<file path="src/led_boost_defs.svh">
// Timing and field constants for the LED boost sequencer.
`ifndef LED_BOOST_DEFS_SVH
`define LED_BOOST_DEFS_SVH

// Clock period in picoseconds (200 MHz).
`define CLK_PERIOD_PS       32'd5000
// Soft-start step hold time in nanoseconds, and the derived cycle count.
`define STEP_TIME_NS        32'd213000
`define STEP_CYCLES         (`STEP_TIME_NS * 32'd1000 / `CLK_PERIOD_PS)
// Number of soft-start steps.
`define STEP_COUNT          6'd32
// Half current limit window in microseconds.
`define HALF_LIM_TIME_US    32'd5000
`define HALF_LIM_CYCLES     (`HALF_LIM_TIME_US * (32'd1000000 / `CLK_PERIOD_PS))
// Low time to shutdown in microseconds (least time, rounds up).
`define LOW_OFF_TIME_US     32'd2500
`define LOW_OFF_CYCLES      ((`LOW_OFF_TIME_US * 32'd1000000 + `CLK_PERIOD_PS - 32'd1) / `CLK_PERIOD_PS)
// Consecutive switching cycles of open-string condition before shutdown.
`define OPEN_CYCLES         4'd8
// Full reference code (200 mV scale) and step width of the ramp.
`define REF_FULL            8'hff
`define REF_STEP_SHIFT      3
// Low-pass filter shift (time constant in clock cycles is two to this power).
`define LPF_SHIFT           4'd15
`define ZERO16              16'h0000

`endif

</file>
<file path="src/led_boost_pkg.sv">
// Types shared by the LED boost sequencer.
package led_boost_pkg;

    typedef enum logic [1:0] {
        ST_SHUTDOWN,
        ST_START,
        ST_RUN
    } seq_state_t;

    // Analog fault indications; the two open-string ones are sampled once per switching cycle.
    typedef struct packed {
        logic switch_node_high;
        logic sense_feedback_low;
        logic supply_low_lockout;
        logic over_temp;
    } fault_ind_t;

endpackage

</file>
<file path="src/led_boost_control_sequencer.sv">
// Supervisory and sequencing logic for a white-LED boost converter.
// Functional notes
// - Ramp reference in 32 steps, 213us each.
// - Half current limit for first 5ms.
// - Sample open-string indications each switching cycle.
// - Eight cycles overvoltage with low feedback: shutdown.
// - Open-string shutdown holds until dimming toggled.
// - Dimming low over 2.5ms causes shutdown.
// - No switching pulses while shut down.
// - Dimming held high gives full reference.
// - Reference gated in step with dimming.
// - Gated reference low-pass filtered for amplifier.
// - Dimming input used only as logic level.
// - Supply lockout holds switch off.
// - Lockout release restarts automatically.
// - Over-temperature shuts down, releases automatically.
`timescale 1ns/1ps
`include "led_boost_defs.svh"

module led_boost_control_sequencer (
    input  wire logic                     sys_clk_in,
    input  wire logic                     rstn_in,
    input  wire logic                     dim_in,
    input  wire logic                     switch_cycle_in,
    input  wire led_boost_pkg::fault_ind_t fault_in,
    input  wire logic                     pwm_pulse_in,
    output logic                          switch_gate_out,
    output logic                          half_limit_out,
    output logic                          shutdown_out,
    output logic                          open_fault_out,
    output logic [7:0]                    ramp_ref_out,
    output logic [7:0]                    filt_ref_out
);

    led_boost_pkg::seq_state_t state_reg;
    logic        dim_prev_reg;
    logic        open_fault_reg;
    logic        low_off_reg;
    logic [31:0] low_cnt_reg;
    logic [3:0]  open_cnt_reg;
    logic [31:0] step_cnt_reg;
    logic [5:0]  step_idx_reg;
    logic [31:0] half_cnt_reg;
    logic [23:0] lpf_acc_reg;
    logic        dim_rise;
    logic        hold_off;
    logic [7:0]  ramp_ref;
    logic [7:0]  gated_ref;
    logic [24:0] lpf_diff;

    // A rising dimming edge is the only event apart from reset that clears the open-string latch.
    assign dim_rise = dim_in && !dim_prev_reg;
    // Any of these keeps the converter shut down; lockout and thermal are live levels.
    // The latch and the low-time flag are held states, while the two comparator levels
    // release on their own, so lockout and thermal recovery need no host action.
    assign hold_off = open_fault_reg || low_off_reg
                      || fault_in.supply_low_lockout || fault_in.over_temp;

    // Previous dimming level for edge detection.
    always_ff @(posedge sys_clk_in or negedge rstn_in) begin
        if (!rstn_in) begin
            dim_prev_reg <= 1'b0;
        end else begin
            dim_prev_reg <= dim_in;
        end
    end

    // Low-time shutdown timer; any high level clears it so dimming never accumulates.
    // The flag starts set, so the device waits for a dimming high after reset.
    always_ff @(posedge sys_clk_in or negedge rstn_in) begin
        if (!rstn_in) begin
            low_cnt_reg <= 32'h0000_0000;
            low_off_reg <= 1'b1;
        end else if (dim_in) begin
            low_cnt_reg <= 32'h0000_0000;
            low_off_reg <= 1'b0;
        end else if (low_cnt_reg >= `LOW_OFF_CYCLES) begin
            low_off_reg <= 1'b1;
        end else begin
            low_cnt_reg <= low_cnt_reg + 32'h0000_0001;
        end
    end

    // Open-string detector: counts consecutive switching cycles with both indications.
    always_ff @(posedge sys_clk_in or negedge rstn_in) begin
        if (!rstn_in) begin
            open_cnt_reg   <= 4'h0;
            open_fault_reg <= 1'b0;
        end else begin
            if (dim_rise) begin
                open_fault_reg <= 1'b0;
            end else if (open_cnt_reg >= `OPEN_CYCLES) begin
                open_fault_reg <= 1'b1;
            end
            if (state_reg == led_boost_pkg::ST_SHUTDOWN || open_cnt_reg >= `OPEN_CYCLES) begin
                open_cnt_reg <= 4'h0;
            end else if (switch_cycle_in) begin
                if (fault_in.switch_node_high && fault_in.sense_feedback_low) begin
                    open_cnt_reg <= open_cnt_reg + 4'h1;
                end else begin
                    open_cnt_reg <= 4'h0;
                end
            end
        end
    end

    // Sequencer: shutdown, soft-start ramp, run; every exit from shutdown restarts ramp.
    // Run is reached only once the ramp and the half-limit window have both completed.
    always_ff @(posedge sys_clk_in or negedge rstn_in) begin
        if (!rstn_in) begin
            state_reg <= led_boost_pkg::ST_SHUTDOWN;
        end else begin
            case (state_reg)
                led_boost_pkg::ST_SHUTDOWN: begin
                    if (!hold_off) begin
                        state_reg <= led_boost_pkg::ST_START;
                    end
                end
                led_boost_pkg::ST_START: begin
                    if (hold_off) begin
                        state_reg <= led_boost_pkg::ST_SHUTDOWN;
                    end else if (step_idx_reg >= `STEP_COUNT && half_cnt_reg >= `HALF_LIM_CYCLES) begin
                        state_reg <= led_boost_pkg::ST_RUN;
                    end
                end
                led_boost_pkg::ST_RUN: begin
                    if (hold_off) begin
                        state_reg <= led_boost_pkg::ST_SHUTDOWN;
                    end
                end
                default: state_reg <= led_boost_pkg::ST_SHUTDOWN;
            endcase
        end
    end

    // Soft-start step timer and step index.
    // The index stops at the step count, which also selects the full reference.
    always_ff @(posedge sys_clk_in or negedge rstn_in) begin
        if (!rstn_in) begin
            step_cnt_reg <= 32'h0000_0000;
            step_idx_reg <= 6'h00;
        end else if (state_reg == led_boost_pkg::ST_SHUTDOWN) begin
            step_cnt_reg <= 32'h0000_0000;
            step_idx_reg <= 6'h00;
        end else if (step_idx_reg < `STEP_COUNT) begin
            if (step_cnt_reg >= `STEP_CYCLES - 32'd1) begin
                step_cnt_reg <= 32'h0000_0000;
                step_idx_reg <= step_idx_reg + 6'h01;
            end else begin
                step_cnt_reg <= step_cnt_reg + 32'h0000_0001;
            end
        end
    end

    // Half current limit window timer, rearmed by every shutdown.
    always_ff @(posedge sys_clk_in or negedge rstn_in) begin
        if (!rstn_in) begin
            half_cnt_reg <= 32'h0000_0000;
        end else if (state_reg == led_boost_pkg::ST_SHUTDOWN) begin
            half_cnt_reg <= 32'h0000_0000;
        end else if (half_cnt_reg < `HALF_LIM_CYCLES) begin
            half_cnt_reg <= half_cnt_reg + 32'h0000_0001;
        end
    end

    // Ramp target: step index scaled to full code, full code once the ramp is done.
    always_comb begin
        if (step_idx_reg >= `STEP_COUNT) begin
            ramp_ref = `REF_FULL;
        end else begin
            ramp_ref = {3'b000, step_idx_reg[4:0]} << `REF_STEP_SHIFT;
        end
    end

    // Reference chopped by the dimming logic level.
    assign gated_ref = dim_in ? ramp_ref : 8'h00;

    // Signed error of the filter; an unsigned shift would turn a falling target into a jump.
    assign lpf_diff = {1'b0, gated_ref, `ZERO16} - {1'b0, lpf_acc_reg};

    // First-order low-pass: acc += (in - acc) >> shift, trades ripple for settling time.
    always_ff @(posedge sys_clk_in or negedge rstn_in) begin
        if (!rstn_in) begin
            lpf_acc_reg <= 24'h00_0000;
        end else if (state_reg == led_boost_pkg::ST_SHUTDOWN) begin
            lpf_acc_reg <= 24'h00_0000;
        end else begin
            lpf_acc_reg <= lpf_acc_reg + 24'($signed(lpf_diff) >>> `LPF_SHIFT);
        end
    end

    // Switch drive and status flags; the gate is forced low outside active states so a
    // stray pulse from the analog loop can never reach the switch in shutdown.
    always_ff @(posedge sys_clk_in or negedge rstn_in) begin
        if (!rstn_in) begin
            switch_gate_out <= 1'b0;
            half_limit_out  <= 1'b1;
            shutdown_out    <= 1'b1;
            open_fault_out  <= 1'b0;
        end else begin
            switch_gate_out <= pwm_pulse_in && !hold_off
                               && state_reg != led_boost_pkg::ST_SHUTDOWN;
            half_limit_out  <= half_cnt_reg < `HALF_LIM_CYCLES;
            shutdown_out    <= state_reg == led_boost_pkg::ST_SHUTDOWN;
            open_fault_out  <= open_fault_reg;
        end
    end

    // Reference codes for the analog side; registered so the converter never sees a
    // combinational glitch when the step index rolls over.
    always_ff @(posedge sys_clk_in or negedge rstn_in) begin
        if (!rstn_in) begin
            ramp_ref_out    <= 8'h00;
            filt_ref_out    <= 8'h00;
        end else begin
            ramp_ref_out    <= ramp_ref;
            filt_ref_out    <= lpf_acc_reg[23:16];
        end
    end

endmodule // led_boost_control_sequencer

</file>
<file path="config.mk">
export PLATFORM = sky130hd
export DESIGN_NAME = led_boost_control_sequencer
export DESIGN_NICKNAME = d
export VERILOG_FILES = /design/src/led_boost_pkg.sv /design/src/led_boost_control_sequencer.sv
export VERILOG_INCLUDE_DIRS = /design/src
export SDC_FILE = /design/constraint.sdc
export NUM_CORES = 1
export LEC_CHECK = 0
export ABC_AREA = 0
export BUFFER_PORTS_ARGS = -buffer_cell sky130_fd_sc_hd__buf_2
export CORE_MARGIN = 10
export CORE_UTILIZATION = 50
export DETAILED_ROUTE_END_ITERATION = 6
export GPL_ROUTABILITY_DRIVEN = 1
export HOLD_SLACK_MARGIN = 0.02
export PLACE_DENSITY = 0.76
export SETUP_SLACK_MARGIN = 0.05
export SYNTH_ARGS = -nofsm -noshare
export SYNTH_HDL_FRONTEND = slang
export SYNTH_SLANG_ARGS = --single-unit
</file>
<file path="constraint.sdc">
create_clock -name sys_clk_in -period 9.7 [get_ports sys_clk_in]
set_clock_uncertainty 0.05 [all_clocks]
set_input_delay 0.485 -clock sys_clk_in [delete_from_list [all_inputs] [get_ports sys_clk_in]]
set_output_delay 0.485 -clock sys_clk_in [all_outputs]
set_load 0.01 [all_outputs]
</file>
* Word level (Yosys, flattened, before mapping)
Index checks and enable logic that the tools add are counted. W data, S select, Z words.
Storage, ports and cells: register bits 155, input bits 9, output and inout bits 20, logic and storage cells 82
Operators by class: add/sub/neg operators 7, magnitude comparators 7, eq/ne operators 6, muxes and demuxes 25, reduce and logical (&&, ||, !) cells 21
Operator list (count):
- $mux W32 | 7
- $add A32 B1 Y32 const B | 3
- $ge A32 B16 Y1 const B | 1
- $ge A32 B19 Y1 const B | 1
- $ge A32 B20 Y1 const B | 1
- $lt A32 B20 Y1 const B | 1
- $sub A24 B24 Y25 | 1
- $add A24 B24 Y24 | 1
- $mux W24 | 1
- $mux W6 | 3
- $mux W8 | 2
- $reduce_bool A2 Y1 | 7
- $mux W4 | 3
- $mux W2 | 4
- $add A6 B1 Y6 const B | 1
- $ge A6 B6 Y1 const B | 1
- $lt A6 B6 Y1 const B | 1
- $ne A2 B2 Y1 const B | 3
- $pmux W2 S3 | 1
- $logic_and A1 B1 Y1 | 5
- $add A4 B1 Y4 const B | 1
- $ge A4 B4 Y1 const B | 1
- $logic_or A1 B1 Y1 | 4
- $mux W1 | 4
- other kinds (7) | 8

* Logic depth before layout (Yosys ltp)
Gate-level depths: netlist of the first run.
word-level depth 6, gate-level depth with buffers 19, gate-level depth less buffers 17

* Worst setup path before layout of the first run
OpenSTA, ideal clock, no wires.
path type register to register, from register step_idx_reg[5], to register lpf_acc_reg[19], library setup time 132 ps, data arrival time 4315 ps, required time 9518 ps, slack 5203 ps, stages on the path, launching flop included 19, period minus slack after synthesis 4497 ps, cells stage by stage dfrtp_1 clkbuf_1 or2_2 and2_1 ha_1 nor2b_1 a31oi_1 o211a_1 a21oi_1 a21o_1 a21oi_1 ha_1 a21oi_1 nor2b_1 nand4bb_1 a31o_2 a221oi_1 xor2_1 nor2_1
On the way: word-level cells in the longest chain between the ends 6
RTL lines:
- from (decl) | RTL line led_boost_control_sequencer.sv:42 | logic [5:0] step_idx_reg;
- from (signal assigned) | RTL line led_boost_control_sequencer.sv:148 | step_idx_reg <= step_idx_reg + 6'h01;
- $ge A6 B6 Y1 (no source line)
- $mux W8 | RTL line led_boost_control_sequencer.sv:168 | if (step_idx_reg >= `STEP_COUNT) begin
- net ramp_ref[3] | RTL line led_boost_control_sequencer.sv:47 | logic [7:0] ramp_ref;
- $mux W8 | RTL line led_boost_control_sequencer.sv:176 | assign gated_ref = dim_in ? ramp_ref : 8'h00;
- $sub A24 B24 Y25 | RTL line led_boost_control_sequencer.sv:179 | assign lpf_diff = {1'b0, gated_ref, `ZERO16} - {1'b0, lpf_acc_reg};
- $add A24 B24 Y24 | RTL line led_boost_control_sequencer.sv:188 | lpf_acc_reg <= lpf_acc_reg + 24'($signed(lpf_diff) >>> `LPF_SHIFT);
- $mux W24 | RTL line led_boost_control_sequencer.sv:185 | end else if (state_reg == led_boost_pkg::ST_SHUTDOWN) begin
- to (signal assigned) | RTL line led_boost_control_sequencer.sv:188
- to (decl) | RTL line led_boost_control_sequencer.sv:44 | logic [23:0] lpf_acc_reg;
The timed path passes the listed nets, and every way through them passes these cells. A chain may end at the register's enable or synchronous reset.

* Final worst setup path of the first run
Same ends and word-level chain as after synthesis.

==> results_dict.tcl, run 1 <==
set metrics [dict create \
    crit_top_cell "a21oi_1" \
    r2r_start "step_idx_reg[5]" \
    num_vias 5938 \
    path_clk_slew_ns 0.06 \
    post_cts_resize_count 0 \
    viasPerCell 5.428 \
    rsz0062_at_grt "false" \
    cts_max_level 4 \
    nNetsFinal 913 \
    ant_nets 0 \
    ios 29 \
    fin_setup_tns_ns 0 \
    gp_congestion 0.9126 \
    reg2reg_to "lpf_acc_reg[19]" \
    yosysUniqueCellTypes 64 \
    start_util_pct 50.71 \
    dp_hpwl_um 10690 \
    mostFrequentLayoutCells "dfrtp_1 (150), nor2_1 (105), a21oi_1 (58), nand2_1 (51), inv_1 (39)" \
    worstSkewPairLatency_ns 0.42 \
    synthCells 847 \
    coreArea_sq_um 15830 \
    crit_type "reg -> reg" \
    pre_cts_slack_ns 5.025 \
    worstPathCellList "or2_2, and2_1, ha_1, o21ai_0, or4_1, a21oi_1, a21o_1, a21oi_1, buf_4, ha_1, a21oi_1, nor2b_1, nand4bb_1, a31o_2, a221oi_1, xor2_1, nor2_1" \
    synth-seq-area-share_pct 47.75 \
    ys_async_sr_fraction_pct 100.0 \
    worstPathArrival_ns 4.94 \
    ff2ff_setup_slack_ns 4.99 \
    clockBufferDepth 2 \
    drt_iter0_markers 436 \
    hold_viol_final 0 \
    synth_edf_count 0 \
    mostFrequentLayoutCell "dfrtp_1" \
    utilization_pct 56.27 \
    synth_warnings 0 \
    crit_path_start_kind "flip-flop" \
    dp.cells 1061 \
    drc 0 \
    critical-path-slowest-cell "dfrtp_1" \
    post_drt_wl_per_cell_um 14.47 \
    drive_gt1_share_pct 9.226 \
    hold_ws_ns 0.2321 \
    peakVddDrop_mv 0.1098 \
    netlist_area_sq_um 8026 \
    ys.flop_type "dfrtp_1" \
    leakage_nw 4.053 \
    overflow 0 \
    synth-seq-cells 153 \
    diodes 0 \
    period_share_pct 48.54 \
    grt_max_degree 88 \
    dr.pass1.iters 4 \
    dieArea_sq_um 21520 \
    end_kind "flip-flop" \
    cts-buffers-inserted 17 \
    cp_max_fo 23 \
    slew_headroom_pct 29.34 \
    clock_sinks 153 \
    antenna_found_initial 1 \
    hold_end "open_cnt_reg[1]" \
    cts-root-buf "clkbuf_16" \
    setup_viol 0 \
    hold_depth 2 \
    fp.dieW_um 146.7 \
    fin_crit_ns 4.709 \
    io_buffers 28 \
    maxCapViolCount 0 \
    p_per_area_nw_per_um2 146.6 \
    syn_to_final_growth_pct 10.96 \
    rows 46 \
    hold_path.class "in -> reg" \
    worstPathRequired_ns 9.93 \
    worst_r2r_path_depth 17 \
    finalMaxSlewViolations 0 \
    fin_area_sq_um 8906 \
    die-height_um 146.7 \
    grt_pass1_wl_um 27450 \
    cts_tree "built" \
    wl_um 15840 \
    postCtsSetupBuffers 0 \
    grt_pass1_vias 5720 \
    total_power_mw 1.306 \
    max_clock_freq_ghz 0.2124 \
    outcome "finished clean" \
    dpl_cell_area_sq_um 8329 \
    worst_hold_startpoint "switch_cycle_in" \
    avgSynthCellArea_sq_um 9.476 \
    worst_slack_ns 4.991 \
    cp_slowest_stage_delay_ns 0.60 \
    groute.usage.overall_pct 15.21 \
    worstMarginPinSlew_ns 1.060 \
    finalNonFillerCells 1094 \
    syn_nets 895 \
]
report_power, final:
group,switching (mW),internal [mW],total [mW]
clock,0.258,0.372,0.630
sequential,0.00254,0.641,0.644
combinational,0.0261,0.00613,0.0322
layer usage:
| layer | track usage, % | part of all wire (%) | vias up |
|---|---|---|---|
| li1 | - | - | 3009 |
| met4 | 5.255 | 1.1 | 2 |
| met5 | 0 | 0.069 | - |
| met2 | 22.53 | 44 | 75 |
| met3 | 4.023 | 3.9 | 16 |
| met1 | 21.04 | 51 | 2836 |
final cells by class:
cell class                      instances  area, sq um
Sequential cell                       153         3832
Inverter                               40        150.1
Multi-Input combinational cell        621         3908
Clock buffer                           21        470.5
Clock inverter                         11        96.34
Timing Repair Buffer                   32        178.9
Tap cell                              216        270.3
Fill cell                            1372         6922
worst max-delay path by stage:
stage                 endpoint            start  depth (start not counted)
6_report       lpf_acc_reg[19]  step_idx_reg[5]                         17
5_1_grt        lpf_acc_reg[19]  step_idx_reg[5]                         17
4_1_cts        lpf_acc_reg[19]  step_idx_reg[5]                         17
3_5_place_dp   lpf_acc_reg[19]           dim_in                         17
3_3_place_gp   lpf_acc_reg[19]           dim_in                         17
2_1_floorplan  lpf_acc_reg[19]  step_idx_reg[5]                         18
synthesized netlist by cell type, drive strengths merged (8+ instances only):
cell | count | area [sq um]
dfrtp | 150 | 3754
nor2 | 105 | 394.1
a21oi | 58 | 290.3
nand2 | 51 | 191.4
inv | 40 | 150.1
ha | 38 | 475.5
xnor2 | 33 | 289.0
o21ai | 32 | 160.1
clkbuf | 28 | 106.4
nand3 | 27 | 135.1
xor2 | 27 | 236.5
nor3 | 25 | 125.1
and2 | 23 | 143.9
nor2b | 20 | 125.1
nand4 | 19 | 118.9
a21o | 16 | 120.1
and3 | 16 | 100.1
nor4 | 16 | 100.1
or3 | 14 | 87.58
or2 | 11 | 68.82
o21a | 9 | 67.56
a31oi | 8 | 50.05
and4 | 8 | 70.07
kinds of logic after synthesis:
| logic type | share of synthesized area, % |
|---|---|
| AO/OA/AOI/OAI | 13.19 |
| AND/OR/NAND/NOR | 22.39 |
| multiplexers | 0.3897 |
| buffers and inverters | 3.570 |
| adder cells (fa/ha/maj) | 6.173 |
| XOR/XNOR | 6.547 |
| flip-flops | 47.75 |
critical path: cells and delay by family, from the launching register on:
family / cells / cell delay, ns
and+or+nand+nor: 6 / 1.37
xor gates and xnor gates: 1 / 0.17
DFF: 1 / 0.60
buffers and inverters: 1 / 0.20
adders and majority gates: 2 / 0.71
AOI/OAI and AO/OA: 7 / 1.46
what timing repair did:
item / in CTS / in global routing
hold buffers: 1 / 0
endpoints found under the setup margin: 0 / 0
hold endpoints to repair: 8 / 0
No activity file was read; power rests on OpenSTA's default activity.
==> run 2: changes to the inputs <==
ABC_AREA = 1   (was 0)
PLACE_DENSITY = 0.78   (was 0.76)
clock period = 4.2 ns   (was 9.7 ns; I/O delays follow)
==> run 2 against run 1 <==
Sequential cell count stayed put. Fmax is 25% higher. Worst setup slack worse by 4.6 ns. Largest cell class unchanged. Sequential share of layout area is 4.2 points lower. Global-route usage is 1.8 points higher. Critical path depth is 1 higher. Combinational power grew to 69 times the previous value. First-iteration DRC count is 44% higher. Non-clock buffer count is 5 higher. Sequential power grew to 2.6 times the previous value.
==> results_dict.tcl, run 2 <==
set metrics [dict create \
    cts-root-buf "clkbuf_16" \
    rsz0062_at_grt "false" \
    syn_to_final_growth_pct 10.46 \
    drt_iter0_markers 629 \
    hold_depth 4 \
    synth-seq-cells 153 \
    maxCapViolCount 0 \
    start_util_pct 51.31 \
    ff2ff_setup_slack_ns 0.44 \
    groute.usage.overall_pct 17.04 \
    ant_nets 0 \
    rows 48 \
    setup_viol 0 \
    ios 29 \
    synthCells 1142 \
    synth_compound_area_share_pct 8.793 \
    pre_cts_slack_ns 0.5111 \
    synth_top_family_by_area "simple AND/OR/NAND/NOR gates" \
    gp_congestion 0.9522 \
    p_per_area_nw_per_um2 556.6 \
    dr.pass1.iters 5 \
    synth_edf_count 0 \
    yosys.area.top_type_share_pct 42.01 \
    synth.most_common_cell "nand2_1" \
    ys_async_sr_fraction_pct 100.0 \
    hold_viol_final 0 \
    muxShareOfSynthArea_pct 0 \
    coreArea_sq_um 17420 \
    outcome "finished clean" \
    path_clk_slew_ns 0.07 \
    worstPathArrival_ns 4.08 \
    antenna_found_initial 0 \
    yosysUniqueCellTypes 48 \
    fp.dieW_um 153.7 \
    period_share_pct 89.55 \
    synthAdderAreaFrac_pct 5.545 \
    overflow 0 \
    hold_ws_ns 0.04143 \
    worst_slack_ns 0.4387 \
    synth_warnings 0 \
    synth_common_cells "nand2_1 (215), nor2_1 (158), inv_1 (157)" \
    reg2reg_to "lpf_acc_reg[21]" \
    grt_pass1_wl_um 33950 \
    crit_start "step_idx_reg[5]" \
    worstSkewPairLatency_ns 0.43 \
    grt_max_degree 74 \
    utilization_pct 56.67 \
    clock_sinks 153 \
    peakVddDrop_mv 0.4190 \
    mostFrequentLayoutCell "nand2_1" \
    grt_pass1_vias 7147 \
    slew_headroom_pct 40.36 \
    finalMaxSlewViolations 0 \
    cts_tree "built" \
    synth-simple-area-share_pct 28.94 \
    max_clock_freq_ghz 0.2659 \
    synthXorXnorAreaFrac_pct 4.901 \
    worst_hold_startpoint "fault_in[1]" \
    drc 0 \
    dieArea_sq_um 23620 \
    nNetsFinal 1218 \
    hold_path.class "in -> reg" \
    synth_area_leaders "dfrtp_1 (42%), nand2_1 (9.0%), nor2_1 (6.6%)" \
    avgSynthCellArea_sq_um 7.825 \
    cp_max_fo 14 \
    post_drt_wl_per_cell_um 14.42 \
    r2r_start "step_idx_reg[5]" \
    synth-seq-area-share_pct 42.89 \
    postCtsSetupBuffers 0 \
    worstPathRequired_ns 4.52 \
    worst_r2r_path_depth 18 \
    worstMarginPinSlew_ns 0.8945 \
    wl_um 20290 \
    fin_crit_ns 3.761 \
    mostFrequentLayoutCells "nand2_1 (215), nor2_1 (158), inv_1 (155), dfrtp_1 (149), nand3_1 (85)" \
    syn_nets 1190 \
    die-height_um 153.7 \
    end_kind "flip-flop" \
    num_vias 7522 \
    netlist_area_sq_um 8936 \
    crit_path_start_kind "flip-flop" \
    yosysTopAreaCell "dfrtp_1" \
    ys.flop_type "dfrtp_1" \
    cts_max_level 4 \
    hold_end "state_reg[1]" \
    clockBufferDepth 2 \
    dp_hpwl_um 14480 \
    io_buffers 28 \
    leakage_nw 4.907 \
    fin_setup_tns_ns 0 \
    viasPerCell 5.346 \
    drive_gt1_share_pct 9.814 \
    cts-buffers-inserted 17 \
    total_power_mw 5.494 \
    diodes 0 \
    crit_type "reg -> reg" \
]
-- run 2: cell type report --
cell class	count	area [sq um]
Multi-Input combinational cell	797	4305
Tap cell	225	281.5
Timing Repair Buffer	37	221.5
Inverter	164	630.6
Sequential cell	153	3834
Fill cell	1575	7546
Clock inverter	13	158.9
Clock buffer	18	439.2
-- run 2: metrics by stage --
step	instance area, sq um	cells
after floorplan	8936	1142
after global placement	9234	1373
after detailed placement	9234	1373
after CTS	9862	1407
after global routing	9871	1407
final	9871	1407
-- run 2: logic make-up (layout without fill, tap and decap cells) --
group                    after synthesis  in the layout
adder cells (fa/ha/maj)               39             39
buffers and inverters                192            232
AND/OR/NAND/NOR                      572            572
XOR/XNOR                              50             50
AO/OA/AOI/OAI                        136            136
flip-flops                           153            153
-- run 2: per-layer routing --
metal	track usage, %	part of all wire, %	vias to the layer above
met2	27.48	47	184
met3	3.403	5.0	43
li1	-	-	3736
met4	6.523	2.2	0
met5	0	0	-
met1	22.05	46	3559
-- run 2: power by group --
group / total, mW / switching (mW) / internal [mW]
Clock: 1.58 / 0.670 / 0.908
Sequential: 1.69 / 0.110 / 1.58
Combinational: 2.22 / 1.50 / 0.725
Total: 5.49 / 2.28 / 3.22
-- run 2: worst max-delay path by stage --
stage,endpoint,cells past startpoint
floorplan,lpf_acc_reg[23],22
CTS,lpf_acc_reg[21],18
global placement,lpf_acc_reg[21],20
finish,lpf_acc_reg[21],18
detailed placement,lpf_acc_reg[23],20
global route,lpf_acc_reg[23],20
-- run 2: critical path, cell delays in order, from the launching register on --
cell,delay (ns)
dfrtp_2,0.49
clkinvlp_4,0.26
a21oi_1,0.23
ha_1,0.24
nand2_1,0.09
nor2_1,0.18
inv_1,0.07
nor2_2,0.11
nand3_2,0.09
nand2_2,0.11
clkinvlp_4,0.28
ha_1,0.46
a21o_1,0.23
a21oi_1,0.18
a21boi_0,0.28
nand2_1,0.13
nand2_1,0.08
nand2_1,0.05
nor2_1,0.10
-- run 2: timing repair --
item | CTS | global route
setup endpoints to repair | 0 | 1
gates resized for setup | 0 | 3
endpoints found under the hold margin | 73 | 0
hold buffers | 3 | 0
